--- src/wdt_consts.vh ---
`ifndef WDT_CONSTS_VH
`define WDT_CONSTS_VH

// Register word indices; the byte address is four times the index
`define OFS_CTRL      4'h0
`define OFS_STAGE1    4'h1
`define OFS_STAGE2    4'h2
`define OFS_TRIGGER   4'h3
`define OFS_STATUS    4'h4
`define OFS_IRQ_EN    4'h5
`define OFS_IRQ_CLR   4'h6
`define OFS_STATE     4'h7

// Control register fields
`define CTRL_RUN      0
`define CTRL_PIN_EN   1
`define CTRL_W        2

// Stage action encodings
`define ACT_NONE      3'h0
`define ACT_RESET     3'h1
`define ACT_NMI       3'h2
`define ACT_SMI       3'h3
`define ACT_SCI       3'h4
`define ACT_DELAY     3'h5
`define ACT_W         3

// Stage register layout: action in [2:0], timeout in milliseconds in [31:8]
`define STG_ACT_LSB   0
`define STG_TMO_LSB   8
`define STG_TMO_W     24

// Trigger key written to the trigger register
`define TRIGGER_KEY   32'h0000_a5a5

// Status bits
`define ST_STAGE1     0
`define ST_STAGE2     1
`define ST_RESET      2
`define ST_NMI        3
`define ST_SMI        4
`define ST_SCI        5
`define ST_W          6

// Timing: one timeout tick per millisecond at 50 MHz
`define CLK_HZ        50000000
`define TICK_US       1000
`define TICK_CYCLES   (`CLK_HZ / 1000000 * `TICK_US)

// Output pulse lengths in cycles
`define RESET_PULSE   16'h0100
`define INT_PULSE     16'h0010

// AXI responses
`define RESP_OKAY     2'h0
`define RESP_SLVERR   2'h2

`endif

--- src/dual_stage_watchdog.v ---
// Function
// - Two stages, each own timeout, action
// - No-action stage skipped without waiting
// - Reset action pulses module reset
// - NMI action pulses non-maskable interrupt
// - SMI action pulses system management interrupt
// - SCI action pulses system control interrupt
// - Delay action waits then moves on
// - Software enable gates watchdog pin
// - Interrupt request from any status bit enabled in irq_en_q
`include "wdt_consts.vh"
`default_nettype none

module dual_stage_watchdog #(
    parameter integer TICK_CYCLES = `TICK_CYCLES
)
(
    // Clock and reset
    input wire aclk,
    input wire aresetn,
    // AXI4-Lite write address
    input wire [5:0] s_axi_awaddr,
    input wire s_axi_awvalid,
    output reg s_axi_awready,
    // AXI4-Lite write data
    input wire [31:0] s_axi_wdata,
    input wire [3:0] s_axi_wstrb,
    input wire s_axi_wvalid,
    output reg s_axi_wready,
    // AXI4-Lite write response
    output reg [1:0] s_axi_bresp,
    output reg s_axi_bvalid,
    input wire s_axi_bready,
    // AXI4-Lite read address
    input wire [5:0] s_axi_araddr,
    input wire s_axi_arvalid,
    output reg s_axi_arready,
    // AXI4-Lite read data
    output reg [31:0] s_axi_rdata,
    output reg [1:0] s_axi_rresp,
    output reg s_axi_rvalid,
    input wire s_axi_rready,
    // Expiry outputs to host logic, active high pulses
    output reg module_reset,
    output reg nmi,
    output reg smi,
    output reg sci,
    // Watchdog pin level and interrupt request
    output reg wdt_pin,
    output reg software_interrupt_request
);
    ////////////////////////////////////////////////////////////////////////
    // State codes
    localparam [1:0] ST_IDLE = 2'h0, ST_ONE = 2'h1, ST_TWO = 2'h2, ST_DONE = 2'h3;
    // Word index from a byte address
    function [3:0] word_idx;
        input [5:0] addr;
        begin
            word_idx = addr[5:2];
        end
    endfunction
    // Stage timeout field of a stage register
    function [`STG_TMO_W-1:0] stg_tmo;
        input [31:0] r;
        begin
            stg_tmo = r[`STG_TMO_LSB +: `STG_TMO_W];
        end
    endfunction
    // Stage action field of a stage register
    function [`ACT_W-1:0] stg_act;
        input [31:0] r;
        begin
            stg_act = r[`STG_ACT_LSB +: `ACT_W];
        end
    endfunction
    reg [`CTRL_W-1:0] ctrl_q;
    reg [31:0] stage1_q, stage2_q, w_data_q;
    reg [`ST_W-1:0] status_q, irq_en_q;
    reg [1:0] state_q;
    reg [`STG_TMO_W-1:0] left_q;
    reg [15:0] rst_cnt_q, int_cnt_q;
    reg [2:0] kind_q;
    reg aw_got_q, w_got_q;
    reg [5:0] aw_addr_q;
    reg [3:0] w_strb_q;
    wire tick;
    wire wr_fire = aw_got_q && w_got_q && !s_axi_bvalid;
    wire [3:0] wr_idx = word_idx(aw_addr_q);
    wire wr_full = (w_strb_q == 4'hf);
    wire trigger = wr_fire && wr_full && wr_idx == `OFS_TRIGGER && w_data_q == `TRIGGER_KEY;
    wire ctrl_wr = wr_fire && wr_full && wr_idx == `OFS_CTRL;
    wire run_now = ctrl_wr ? w_data_q[`CTRL_RUN] : ctrl_q[`CTRL_RUN];
    wire restart = trigger || (ctrl_wr && w_data_q[`CTRL_RUN] && !ctrl_q[`CTRL_RUN]);
    ////////////////////////////////////////////////////////////////////////
    // Millisecond tick, realigned on every restart
    wdt_tick #(
        .CYCLES(TICK_CYCLES)
    ) u_tick (
        .aclk(aclk),
        .aresetn(aresetn),
        .clear(restart),
        .tick(tick)
    );
    ////////////////////////////////////////////////////////////////////////
    // Write channels: address and data captured in either order
    always @(posedge aclk)
    begin
        if (!aresetn)
        begin
            aw_got_q <= 1'b0;
            w_got_q <= 1'b0;
            aw_addr_q <= 6'h0;
            w_data_q <= 32'h0;
            w_strb_q <= 4'h0;
            s_axi_awready <= 1'b0;
            s_axi_wready <= 1'b0;
            s_axi_bvalid <= 1'b0;
            s_axi_bresp <= `RESP_OKAY;
        end
        else
        begin
            s_axi_awready <= !aw_got_q && !s_axi_awready;
            s_axi_wready <= !w_got_q && !s_axi_wready;
            if (s_axi_awvalid && s_axi_awready)
            begin
                aw_got_q <= 1'b1;
                aw_addr_q <= s_axi_awaddr;
                s_axi_awready <= 1'b0;
            end
            if (s_axi_wvalid && s_axi_wready)
            begin
                w_got_q <= 1'b1;
                w_data_q <= s_axi_wdata;
                w_strb_q <= s_axi_wstrb;
                s_axi_wready <= 1'b0;
            end
            if (wr_fire)
            begin
                s_axi_bvalid <= 1'b1;
                // Read-only or unmapped words answer with an error
                s_axi_bresp <= (wr_idx == `OFS_STATUS || wr_idx >= `OFS_STATE)
                    ? `RESP_SLVERR : `RESP_OKAY;
            end
            else if (s_axi_bvalid && s_axi_bready)
            begin
                s_axi_bvalid <= 1'b0;
                aw_got_q <= 1'b0;
                w_got_q <= 1'b0;
            end
        end
    end
    ////////////////////////////////////////////////////////////////////////
    // Configuration registers; partial-strobe writes are ignored for safety
    always @(posedge aclk)
    begin
        if (!aresetn)
        begin
            ctrl_q <= {`CTRL_W{1'b0}};
            stage1_q <= 32'h0;
            stage2_q <= 32'h0;
            irq_en_q <= {`ST_W{1'b0}};
        end
        else if (wr_fire && wr_full)
        begin
            case (wr_idx)
                `OFS_CTRL: ctrl_q <= w_data_q[`CTRL_W-1:0];
                `OFS_STAGE1: stage1_q <= w_data_q;
                `OFS_STAGE2: stage2_q <= w_data_q;
                `OFS_IRQ_EN: irq_en_q <= w_data_q[`ST_W-1:0];
                default: ;
            endcase
        end
    end
    ////////////////////////////////////////////////////////////////////////
    // Stage sequencer
    always @(posedge aclk)
    begin
        if (!aresetn || !run_now)
        begin
            state_q <= ST_IDLE;
            left_q <= {`STG_TMO_W{1'b0}};
        end
        else if (restart)
        begin
            state_q <= ST_ONE;
            left_q <= stg_tmo(stage1_q);
        end
        else
        begin
            case (state_q)
                ST_ONE:
                begin
                    if (stg_act(stage1_q) == `ACT_NONE || (tick && left_q <= 1))
                    begin
                        state_q <= ST_TWO;
                        left_q <= stg_tmo(stage2_q);
                    end
                    else if (tick)
                        left_q <= left_q - 1'b1;
                end
                ST_TWO:
                begin
                    if (stg_act(stage2_q) == `ACT_NONE || (tick && left_q <= 1))
                        state_q <= ST_DONE;
                    else if (tick)
                        left_q <= left_q - 1'b1;
                end
                default: ;
            endcase
        end
    end
    // Expiry of a stage with a real action this cycle
    wire exp1 = state_q == ST_ONE && tick && left_q <= 1 && run_now && !restart
        && stg_act(stage1_q) != `ACT_NONE;
    wire exp2 = state_q == ST_TWO && tick && left_q <= 1 && run_now && !restart
        && stg_act(stage2_q) != `ACT_NONE;
    wire [2:0] exp_act = exp1 ? stg_act(stage1_q) : exp2 ? stg_act(stage2_q) : `ACT_DELAY;
    wire any_exp = exp1 || exp2;
    ////////////////////////////////////////////////////////////////////////
    // Action outputs, held for a fixed pulse length
    always @(posedge aclk)
    begin
        if (!aresetn)
        begin
            rst_cnt_q <= 16'h0;
            int_cnt_q <= 16'h0;
            kind_q <= `ACT_NONE;
            module_reset <= 1'b0;
            nmi <= 1'b0;
            smi <= 1'b0;
            sci <= 1'b0;
            wdt_pin <= 1'b0;
        end
        else
        begin
            if (any_exp && exp_act == `ACT_RESET)
                rst_cnt_q <= `RESET_PULSE;
            else if (rst_cnt_q != 16'h0)
                rst_cnt_q <= rst_cnt_q - 16'h1;
            if (any_exp && (exp_act == `ACT_NMI || exp_act == `ACT_SMI || exp_act == `ACT_SCI))
            begin
                int_cnt_q <= `INT_PULSE;
                kind_q <= exp_act;
            end
            else if (int_cnt_q != 16'h0)
                int_cnt_q <= int_cnt_q - 16'h1;
            module_reset <= rst_cnt_q != 16'h0;
            nmi <= int_cnt_q != 16'h0 && kind_q == `ACT_NMI;
            smi <= int_cnt_q != 16'h0 && kind_q == `ACT_SMI;
            sci <= int_cnt_q != 16'h0 && kind_q == `ACT_SCI;
            // pin follows expiry only when enabled; trigger cancels it
            if (!ctrl_q[`CTRL_PIN_EN] || restart || !run_now)
                wdt_pin <= 1'b0;
            else if (any_exp && exp_act != `ACT_DELAY)
                wdt_pin <= 1'b1;
        end
    end
    ////////////////////////////////////////////////////////////////////////
    // Sticky status; a new event wins over a clear in the same cycle
    wire [`ST_W-1:0] ev = {
        any_exp && exp_act == `ACT_SCI,
        any_exp && exp_act == `ACT_SMI,
        any_exp && exp_act == `ACT_NMI,
        any_exp && exp_act == `ACT_RESET,
        exp2,
        exp1
    };
    wire [`ST_W-1:0] clr = (wr_fire && wr_full && wr_idx == `OFS_IRQ_CLR)
        ? w_data_q[`ST_W-1:0] : {`ST_W{1'b0}};
    always @(posedge aclk)
    begin
        if (!aresetn)
        begin
            status_q <= {`ST_W{1'b0}};
            software_interrupt_request <= 1'b0;
        end
        else
        begin
            status_q <= (status_q & ~clr) | ev;
            software_interrupt_request <= |(((status_q & ~clr) | ev) & irq_en_q);
        end
    end
    ////////////////////////////////////////////////////////////////////////
    // Read channel, one cycle from address to data
    always @(posedge aclk)
    begin
        if (!aresetn)
        begin
            s_axi_arready <= 1'b0;
            s_axi_rvalid <= 1'b0;
            s_axi_rdata <= 32'h0;
            s_axi_rresp <= `RESP_OKAY;
        end
        else if (s_axi_rvalid)
        begin
            if (s_axi_rready)
                s_axi_rvalid <= 1'b0;
        end
        else if (s_axi_arvalid && s_axi_arready)
        begin
            s_axi_arready <= 1'b0;
            s_axi_rvalid <= 1'b1;
            s_axi_rresp <= `RESP_OKAY;
            case (word_idx(s_axi_araddr))
                `OFS_CTRL: s_axi_rdata <= {{(32-`CTRL_W){1'b0}}, ctrl_q};
                `OFS_STAGE1: s_axi_rdata <= stage1_q;
                `OFS_STAGE2: s_axi_rdata <= stage2_q;
                `OFS_STATUS: s_axi_rdata <= {{(32-`ST_W){1'b0}}, status_q};
                `OFS_IRQ_EN: s_axi_rdata <= {{(32-`ST_W){1'b0}}, irq_en_q};
                `OFS_STATE: s_axi_rdata <= {6'h0, left_q, state_q};
                `OFS_TRIGGER, `OFS_IRQ_CLR: s_axi_rdata <= 32'h0;
                default:
                begin
                    s_axi_rdata <= 32'h0;
                    s_axi_rresp <= `RESP_SLVERR;
                end
            endcase
        end
        else
            s_axi_arready <= !s_axi_arready;
    end
endmodule
`default_nettype wire

--- src/wdt_tick.v ---
`default_nettype none

// Millisecond tick generator; restarts on clear so a stage starts on a full tick
module wdt_tick #(
    parameter integer CYCLES = 50000
)
(
    // Clock and reset
    input wire aclk,
    input wire aresetn,
    // Control
    input wire clear,
    output reg tick
);

    reg [31:0] cnt_q;

    // Count cycles, pulse once per period
    always @(posedge aclk)
    begin
        if (!aresetn || clear)
        begin
            cnt_q <= 32'h0;
            tick <= 1'b0;
        end
        else if (cnt_q == CYCLES - 1)
        begin
            cnt_q <= 32'h0;
            tick <= 1'b1;
        end
        else
        begin
            cnt_q <= cnt_q + 32'h1;
            tick <= 1'b0;
        end
    end

endmodule

`default_nettype wire
--- config.mk ---
export PLATFORM = sky130hd
export DESIGN_NAME = dual_stage_watchdog
export DESIGN_NICKNAME = d
export VERILOG_FILES = /design/src/dual_stage_watchdog.v /design/src/wdt_tick.v
export VERILOG_INCLUDE_DIRS = /design/src
export SDC_FILE = /design/constraint.sdc
export NUM_CORES = 1
export LEC_CHECK = 0
export ABC_AREA = 1
export BUFFER_PORTS_ARGS = -buffer_cell sky130_fd_sc_hd__buf_2
export CORE_ASPECT_RATIO = 1.75
export CORE_MARGIN = 4
export CORE_UTILIZATION = 35
export DETAILED_ROUTE_END_ITERATION = 12
export GPL_TIMING_DRIVEN = 0
export SETUP_SLACK_MARGIN = 0.15
export SLEW_MARGIN = 20
export SYNTH_ARGS = -nofsm -noshare
export SYNTH_HDL_FRONTEND = slang
export SYNTH_SLANG_ARGS = --single-unit
export TNS_END_PERCENT = 50
--- constraint.sdc ---
create_clock -name aclk -period 2.3 [get_ports aclk]
set_clock_uncertainty 0.05 [all_clocks]
set_input_delay 0.115 -clock aclk [delete_from_list [all_inputs] [get_ports aclk]]
set_output_delay 0.115 -clock aclk [all_outputs]
set_load 0.02 [all_outputs]
==> flow_summary.yaml, run 1 <==
synth:
  synth-async-reset-ratio: 0
  netlist_top_cells_area: "dfxtp_1 44%, a21oi_1 8.8%, nand2_1 8.6%"
  ys_warn_count: 0
  synth_seq_cells: 259
  netlist_area_sq_mm: 0.0117
  seq_area_frac_synth: 0.442
  ys_types: 52
  synthCells: 1612
  yosysTopAreaCell: "dfxtp_1"
  synth.avg_cell_area_sq_um: 7.27
  yosysTopAreaCellShare: 0.442
  synth_edf_count: 0
  synth-main-ff-cell: "dfxtp_1"
cts:
  tritoncts: "built"
  clockBufferDepth: 3
  clk_pin_slew_worst_paths_ps: 70
  cts_made_buffers: 26
  clock_sink_count: 259
  htreeDepth: 1
  cts_root_buffer: "clkbuf_16"
  worstSkewPairLatency_ps: 570
route:
  drt_pass1_iterations: 7
  drt_iter0_markers: 832
  drc: 0
  wire_per_inst_microns: 19.2
  drtAntennaViolNets: 0
  routed_wl_microns: 43900
  via_per_inst: 5.37
  vias: 12300
place:
  hpwl_microns: 32000
  pre_cts_slack_ps: -684
  gp_routability_congestion: 1.01
  port_buffers: 95
finish:
  seq_area_sq_mm: 0.00523
  diodes: 0
  multi_input_comb_area_sq_mm: 0.00633
  syn2layout_area_growth_pct: 34.3
  fillers: 3337
  nets: 1927
  utilization: 0.477
  drive_gt1_frac: 0.249
pwr:
  power_density_mw_per_mm2: 662
  ir_worst_vdd_mv: 0.506
  p_leak_nw: 6.25
flow_run:
  cap_violations: 0
setup_path:
  critPathKind: "flop to flop"
  cp.required_ps: 2710
  cp_data_arrival_time_ps: 2700
  ff2ff_path_depth: 17
  endpoint_kind: "flop"
  start_kind: "flop"
  path_max_fanout: 5
sta:
  worst_slack_ps: 7.96
  worst_slew_pin_slew_ps: 829
  max_freq_mhz: 436
  fin_crit_ps: 2290
  setup_tns_ps: 0
  finalCritPeriodShare: 0.997
  relSlewSlack: 0.445
  hold_viol: 0
  holdWs_ps: 11.9
  rsz0062_at_grt: "yes"
  setup_viol_count_final: 0
  drv_slew: 0
global_route:
  first_global_vias: 12100
  grt.total_usage: 0.226
  grt_max_degree: 16
  grt_first_pass_wirelength_microns: 66200
  gr-total-overflow: 0
  antenna_found_initial: 0
floorplanning:
  die_width_microns: 146
  core_area_sq_mm: 0.0330
  die_height_microns: 250
  ios: 102
  start_util: 0.355
  num_rows: 88
  die_area_sq_mm: 0.0366
outcome:
  status: "finished, final reports clean"
worst_hold_path:
  min-delay-path-class: "input port to flop"
  holdPathStages: 4
## area by class of cell
type | count | share of cell area
Buffer | 70 | 0.0274
Clock buffer | 28 | 0.0424
Multi-Input combinational cell | 1107 | 0.402
Tap cell | 405 | 0.0322
Sequential cell | 259 | 0.332
Clock inverter | 19 | 0.0112
Timing Repair Buffer | 226 | 0.108
Inverter | 177 | 0.0445
## placed cells by master (no fill, tap or decap), drive strengths merged, types with 2 or more instances in the layout
cell / Yosys / routed
a22oi: 4 / 4
a21oi: 210 / 210
buf: 19 / 202
inv: 176 / 176
nand3: 49 / 49
clkbuf: 51 / 77
nor3b: 7 / 7
o21ai: 167 / 167
dfxtp: 259 / 259
bufinv: 0 / 2
xnor2: 14 / 14
o221ai: 14 / 14
conb: 1 / 2
xor2: 27 / 27
nand3b: 3 / 3
a211oi: 2 / 2
ha: 5 / 5
or4: 3 / 3
o22ai: 7 / 7
o21a: 2 / 2
dlygate4sd3: 0 / 45
o211ai: 24 / 24
nor2: 191 / 191
nand2: 281 / 281
clkinvlp: 0 / 6
a221oi: 6 / 6
nor3: 33 / 33
or2: 6 / 6
nor4: 11 / 11
nand4: 23 / 23
a31oi: 6 / 6
clkinv: 1 / 12
a32o: 3 / 3
## synth_stat cells, types with 23 or more instances
master	number
nand2_1	270
dfxtp_1	259
a21oi_1	205
nor2_1	178
inv_1	171
o21ai_0	165
clkbuf_1	51
nand3_1	45
nor3_1	31
xor2_1	27
o211ai_1	24
nand4_1	23
## report_power, final
part	switching (mW)	internal (mW)	total (mW)
clock	1.94	2.35	4.29
combinational	0.797	0.532	1.33
sequential	0.147	4.67	4.82
total	2.88	7.55	10.4
## flip-flops by register name (all words and copies together) (netlist names), 2 cells and up
register,flops
stage2_q,32
w_strb_q,4
aw_addr_q,4
state_q,2
left_q,24
s_axi_rdata,32
stage1_q,32
kind_q,3
u_tick.cnt_q,32
rst_cnt_q,16
w_data_q,32
irq_en_q,6
ctrl_q,2
int_cnt_q,16
status_q,6
## critical path, stage by stage (launching register included)
cell     delay, ps
dfxtp_4        360
nor2_4         150
nand2_2        100
nor2_4         170
nand2_4        120
inv_2           80
nand3_2         90
nor2_4         140
buf_12         140
nor2_4          40
nand2_4         90
nand2_4         80
nor2_4         150
nand2_4         80
buf_12         130
nand2_8         80
buf_6          110
nor2_1          40
## routing by layer
layer,GRT usage,vias to the layer above,routed length [microns]
li1,-,5886,-
met1,0.230,5708,15500
met2,0.429,522,22700
met3,0.0297,181,2240
met4,0.144,0,3380
met5,0,-,0
## timing repair
| action | CTS | global route |
|---|---|---|
| hold endpoints to repair | 45 | 0 |
| setup endpoints to repair | 137 | 141 |
| gates resized for setup | 156 | 165 |
| hold buffers | 45 | 0 |
| setup buffers | 48 | 34 |
| gates cloned | 3 | 1 |
| pin swaps | 32 | 58 |
## stage by stage
step                      cells  power [mW]  instance area, sq um
after floorplan            1613        5.73                 11700
after global placement     2113        6.02                 12700
after detailed placement   2113        6.06                 12700
after CTS                  2256        10.5                 14900
after global routing       2291        10.8                 15700
final                      2291        10.4                 15700
## worst paths after layout
| path | startpoint | slack [ps] | endpoint |
|---|---|---|---|
| hold reg to reg | u_tick.cnt_q[0] | 370 | u_tick.cnt_q[0] |
| setup reg to reg | left_q[8] | 8 | rst_cnt_q[14] |
| hold / removal | s_axi_arvalid | 10 | s_axi_rdata[1] |
| setup / recovery | left_q[8] | 8 | rst_cnt_q[14] |
## cell families (layout without fill, tap and decap cells)
group,Yosys count,count (layout),synth area share
compound gates,449,449,0.210
buf+inv,247,520,0.0828
mux,1,1,0.000854
flops,259,259,0.442
simple gates,609,609,0.227
xor+xnor,41,41,0.0306
fa+ha+maj,5,5,0.00534
other cells,1,2,0.000320
Note: power is estimated with default switching activity, not from simulation.
==> run 2: changes to the inputs <==
--- a/config.mk
+++ b/config.mk
@@ -12,7 +12,7 @@
 export CORE_MARGIN = 4
 export CORE_UTILIZATION = 35
 export DETAILED_ROUTE_END_ITERATION = 12
-export GPL_TIMING_DRIVEN = 0
+export GPL_TIMING_DRIVEN = 1
 export SETUP_SLACK_MARGIN = 0.15
 export SLEW_MARGIN = 20
 export SYNTH_ARGS = -nofsm -noshare
==> run 2 against run 1 <==
  * Clock-buffer cell count rose by 6
  * Sequential share of layout area rose by 0.069 points
  * Clock power rose by 12%
  * Non-clock buffer count fell by 4
  * First-iteration DRC count fell by 4.6%
  * Critical endpoint is now rst_cnt_q[8]
  * Fmax rose by 8.0%
  * Flip-flop and latch count did not move
  * Highest routed layer unchanged
==> flow_summary.yaml, run 2 (same netlist as run 1, synthesis figures left out) <==
setup_path:
  cp.required_ps: 2730
  start_kind: "flop"
  critPathKind: "flop to flop"
  endpoint_kind: "flop"
  ff2ff_path_depth: 15
  path_max_fanout: 7
  cp_data_arrival_time_ps: 2550
floorplanning:
  die_width_microns: 146
  num_rows: 88
  start_util: 0.355
  die_height_microns: 250
  ios: 102
  die_area_sq_mm: 0.0366
  core_area_sq_mm: 0.0330
cts:
  cts_made_buffers: 26
  clk_pin_slew_worst_paths_ps: 70
  clockBufferDepth: 3
  worstSkewPairLatency_ps: 560
  tritoncts: "built"
  clock_sink_count: 259
  htreeDepth: 1
  cts_root_buffer: "clkbuf_16"
route:
  drtAntennaViolNets: 0
  drt_pass1_iterations: 7
  drt_iter0_markers: 794
  via_per_inst: 5.24
  drc: 0
  vias: 12000
  wire_per_inst_microns: 17.2
  routed_wl_microns: 39300
finish:
  nets: 1924
  final_common_cell: "nand2_1"
  seq_area_sq_mm: 0.00521
  drive_gt1_frac: 0.236
  fillers: 3268
  layout_common_cells: "249 x nand2_1, 244 x dfxtp_1, 204 x a21oi_1, 162 x o21ai_0, 160 x inv_1"
  syn2layout_area_growth_pct: 33.6
  multi_input_comb_area_sq_mm: 0.00608
sta:
  holdWs_ps: 60.8
  setup_tns_ps: 0
  worst_slew_pin_slew_ps: 644
  setup_viol_count_final: 0
  max_freq_mhz: 471
  hold_viol: 0
  fin_crit_ps: 2120
  drv_slew: 0
  rsz0062_at_grt: "yes"
  relSlewSlack: 0.570
  worst_slack_ps: 178
  finalCritPeriodShare: 0.922
outcome:
  status: "finished, final reports clean"
place:
  port_buffers: 95
  pre_cts_slack_ps: -25.3
  gp_routability_congestion: 0.970
  hpwl_microns: 27800
pwr:
  power_density_mw_per_mm2: 699
  ir_worst_vdd_mv: 0.653
  power.total_mw: 10.9
  p_leak_nw: 6.31
worst_hold_path:
  holdPathStages: 5
  min-delay-path-class: "input port to flop"
flow_run:
  cap_violations: 0
global_route:
  grt.total_usage: 0.204
  first_global_vias: 11500
  gr-total-overflow: 0
  grt_first_pass_wirelength_microns: 60500
  antenna_found_initial: 1
  grt_max_degree: 120
==> run 2: changes by cell type in the layout (fill, tap and decap cells not counted), sizes merged, moves of 2 or more <==
| cell | before | now |
|---|---|---|
| clkbuf | 77 | 35 |
| clkinvlp | 6 | 4 |
| buf | 202 | 245 |
| bufinv | 2 | 5 |
| inv | 176 | 178 |
| clkinv | 12 | 4 |
==> run 2: final timing paths <==
path / slack [ps] / to / startpoint
setup / recovery: 180 / rst_cnt_q[8] / w_strb_q[1]
hold / removal: 60 / s_axi_rresp[1] / s_axi_arvalid
setup reg to reg: 180 / rst_cnt_q[8] / w_strb_q[1]
hold reg to reg: 360 / u_tick.cnt_q[0] / u_tick.cnt_q[0]
==> run 2: timing repair <==
action,in CTS,in global routing
gates cloned,1,2
resized for setup,34,126
hold endpoints to repair,46,0
pin swaps,14,48
hold buffers,46,0
buffers inserted,7,23
setup endpoints to repair,79,95
==> run 2: final cells by class <==
class	instances	share of cell area
flip-flops and latches	259	0.333
clock inverters	14	0.0143
well taps	405	0.0324
clock buffers	34	0.0486
diodes	1	0.000160
repair buffers	292	0.140
multi-input cells	1108	0.388
inverters	177	0.0434
==> run 2: routing by layer <==
| layer | routed length, microns | up-vias | track usage |
|---|---|---|---|
| li1 | - | 5878 | - |
| met1 | 15100 | 5608 | 0.224 |
| met2 | 19800 | 379 | 0.367 |
| met3 | 1850 | 126 | 0.0248 |
| met4 | 2620 | 0 | 0.131 |
| met5 | 0 | - | 0 |
==> run 2: power breakdown <==
group,leakage (nW),total [mW],internal (mW),switching (mW)
combinational,3.73,1.34,0.571,0.768
clock,0.473,4.79,2.91,1.89
sequential,2.10,4.81,4.67,0.138
==> run 2: metrics by stage <==
| step | cells | util | cell area (sq um) |
|---|---|---|---|
| final | 2290 | 0.474 | 15700 |
| after global routing | 2290 | 0.474 | 15700 |
| after CTS | 2264 | 0.454 | 15000 |
| after detailed placement | 2162 | 0.405 | 13400 |
| after global placement | 2162 | 0.405 | 13400 |
| after floorplan | 1613 | - | 11700 |
==> run 2: worst max-delay path: stages (launching register included) <==
cell and delay, ps:
dfxtp_2 330, nand2_2 50, nor2_2 110, buf_6 150, nand2_8 70, nor2_4 160, nand3_4 130, nand2_8 110
inv_4 80, nand3_1 90, nand2_2 120, nor2_4 130, nand2_2 80, buf_4 140, buf_4 120, a31oi_1 110
==> run 3: changes to the inputs <==
--- a/config.mk
+++ b/config.mk
@@ -13,6 +13,7 @@
 export CORE_UTILIZATION = 35
 export DETAILED_ROUTE_END_ITERATION = 12
 export GPL_TIMING_DRIVEN = 1
+export PLACE_DENSITY_LB_ADDON = 0.15
 export SETUP_SLACK_MARGIN = 0.15
 export SLEW_MARGIN = 20
 export SYNTH_ARGS = -nofsm -noshare
==> run 3 against run 2 <==
  * Clock power hardly changed
  * Total power barely moved
  * Critical path depth increased by 2
==> flow_summary.yaml, run 3 (same netlist as run 1, synthesis figures left out) <==
floorplanning:
  die_area_sq_mm: 0.0366
  start_util: 0.355
  ios: 102
  die_width_microns: 146
  core_area_sq_mm: 0.0330
  num_rows: 88
  die_height_microns: 250
cts:
  htreeDepth: 1
  tritoncts: "built"
  clockBufferDepth: 3
  worstSkewPairLatency_ps: 540
  clk_pin_slew_worst_paths_ps: 70
  clock_sink_count: 259
  cts_root_buffer: "clkbuf_16"
  cts_made_buffers: 27
setup_path:
  r2r-start: "left_q[11]"
  path_depth: 17
  crit_chain: "nor2_2 > nand2_2 > nor2_2 > nand2_2 > inv_2 > nand3_2 > nor2_4 > nand3_2 > nand2_2 > buf_6 > nor2_4 > nand2_2 > nand2_1 > nand2_1 > nand3_1 > nor2_1 > nor2_1"
  timing.reg2reg.setup_slack_ps: 160
  cp_data_arrival_time_ps: 2510
  crit_family: "simple AND/OR/NAND/NOR gates"
  crit_top_cell: "nand2_2"
  cp_slowest_cell: "dfxtp_2"
  cp.required_ps: 2670
  r2r_end: "software_interrupt_request"
  slowest_delay_ps: 330
  endpoint_kind: "flop"
  start_kind: "flop"
  critPathKind: "flop to flop"
  ff2ff_path_depth: 17
  path_max_fanout: 5
  worst-path-buf-inv: 2
flow_run:
  cap_violations: 0
route:
  drt_pass1_iterations: 5
  via_per_inst: 5.12
  drtAntennaViolNets: 0
  drc: 0
  top_layer: "met4"
  wl_met1_microns: 15700
  met3_length_microns: 1460
  wire_per_inst_microns: 17.1
  routed_wl_microns: 39100
  drt_iter0_markers: 612
  wl_met2_microns: 20200
  vias: 11700
pwr:
  ir_worst_vdd_mv: 0.564
  p_leak_nw: 6.34
  power_density_mw_per_mm2: 700
  power.total_mw: 10.9
sta:
  setup_viol_count_final: 0
  worst_slew_pin_slew_ps: 612
  relSlewSlack: 0.590
  finalCritPeriodShare: 0.930
  hold_viol: 0
  rsz0062_at_grt: "yes"
  worst_slack_ps: 161
  max_freq_mhz: 467
  holdWs_ps: 94.5
  drv_slew: 0
  fin_crit_ps: 2140
global_route:
  gr-total-overflow: 0
  grt_max_degree: 121
  antenna_found_initial: 0
  grt_first_pass_wirelength_microns: 60800
  first_global_vias: 11500
  grt.total_usage: 0.204
place:
  port_buffers: 95
  hpwl_microns: 28500
  postPlaceCellArea_sq_mm: 0.0134
  gp_routability_congestion: 0.937
  pre_cts_slack_ps: -23.5
finish:
  utilization: 0.473
  fillers: 3339
  drive_gt1_frac: 0.241
  syn2layout_area_growth_pct: 33.3
  layout_common_cells: "250 x nand2_1, 239 x dfxtp_1, 203 x a21oi_1, 161 x inv_1, 161 x o21ai_0"
  nets: 1925
  fin_area_sq_mm: 0.0156
  final_common_cell: "nand2_1"
  diodes: 0
worst_hold_path:
  min_from: "s_axi_arvalid"
  min-delay-path-class: "input port to flop"
  holdPathStages: 5
  whs_endpoint: "s_axi_rdata[28]"
outcome:
  status: "finished, final reports clean"
-- run 3: changes by cell type in the layout (fill, tap and decap cells not counted), sizes merged --
cell	previous run	this run
buf	245	244
diode	1	0
clkinvlp	4	5
-- run 3: layer usage --
| layer | vias up | track usage |
|---|---|---|
| met2 | 266 | 0.375 |
| met1 | 5491 | 0.236 |
| met4 | 0 | 0.0918 |
| met5 | - | 0 |
| li1 | 5883 | - |
| met3 | 88 | 0.0208 |
-- run 3: repair_timing --
item | CTS | global route
buffers inserted | 3 | 23
endpoints found under the hold margin | 48 | 0
pin swaps | 7 | 49
hold buffers | 46 | 0
cloned | 2 | 2
endpoints found under the setup margin | 52 | 84
resized for setup | 27 | 131
-- run 3: tightest hold or removal path, stage by stage --
cell     delay [ps]
buf_2            80
nand2_1          50
buf_4           240
nand2_1          90
a21oi_1          50
-- run 3: how the worst max path moves through the flow --
stage,start,end,slack [ps]
after detailed placement,u_tick.cnt_q[0],u_tick.cnt_q[30],-20
after floorplan,left_q[0],int_cnt_q[13],250
after global placement,u_tick.cnt_q[0],u_tick.cnt_q[30],-30
after global routing,left_q[11],software_interrupt_request,-2
after CTS,left_q[0],software_interrupt_request,100
final,left_q[11],software_interrupt_request,160
-- run 3: stage by stage --
stage	instances	TNS, ps
3_3_place_gp	2165	-35.5
2_1_floorplan	1613	0
6_report	2289	0
5_1_grt	2289	-1.91
3_5_place_dp	2165	-50.0
4_1_cts	2264	0
-- run 3: where the power goes --
| part | internal, mW | total [mW] | leakage (nW) | switching [mW] |
|---|---|---|---|---|
| Clock | 2.88 | 4.77 | 0.466 | 1.90 |
| Sequential | 4.67 | 4.81 | 2.11 | 0.132 |
| Combinational | 0.579 | 1.36 | 3.77 | 0.784 |
-- run 3: area by class of cell --
cell class                 instances  area (sq um)  area share
timing repair buffer             292          2190       0.140
clock inverter                    15           218      0.0139
sequential                       259          5210       0.334
clock buffer                      33           748      0.0479
multi-input combinational       1108          6060       0.388
tap                              405           507      0.0324
inverter                         177           681      0.0436
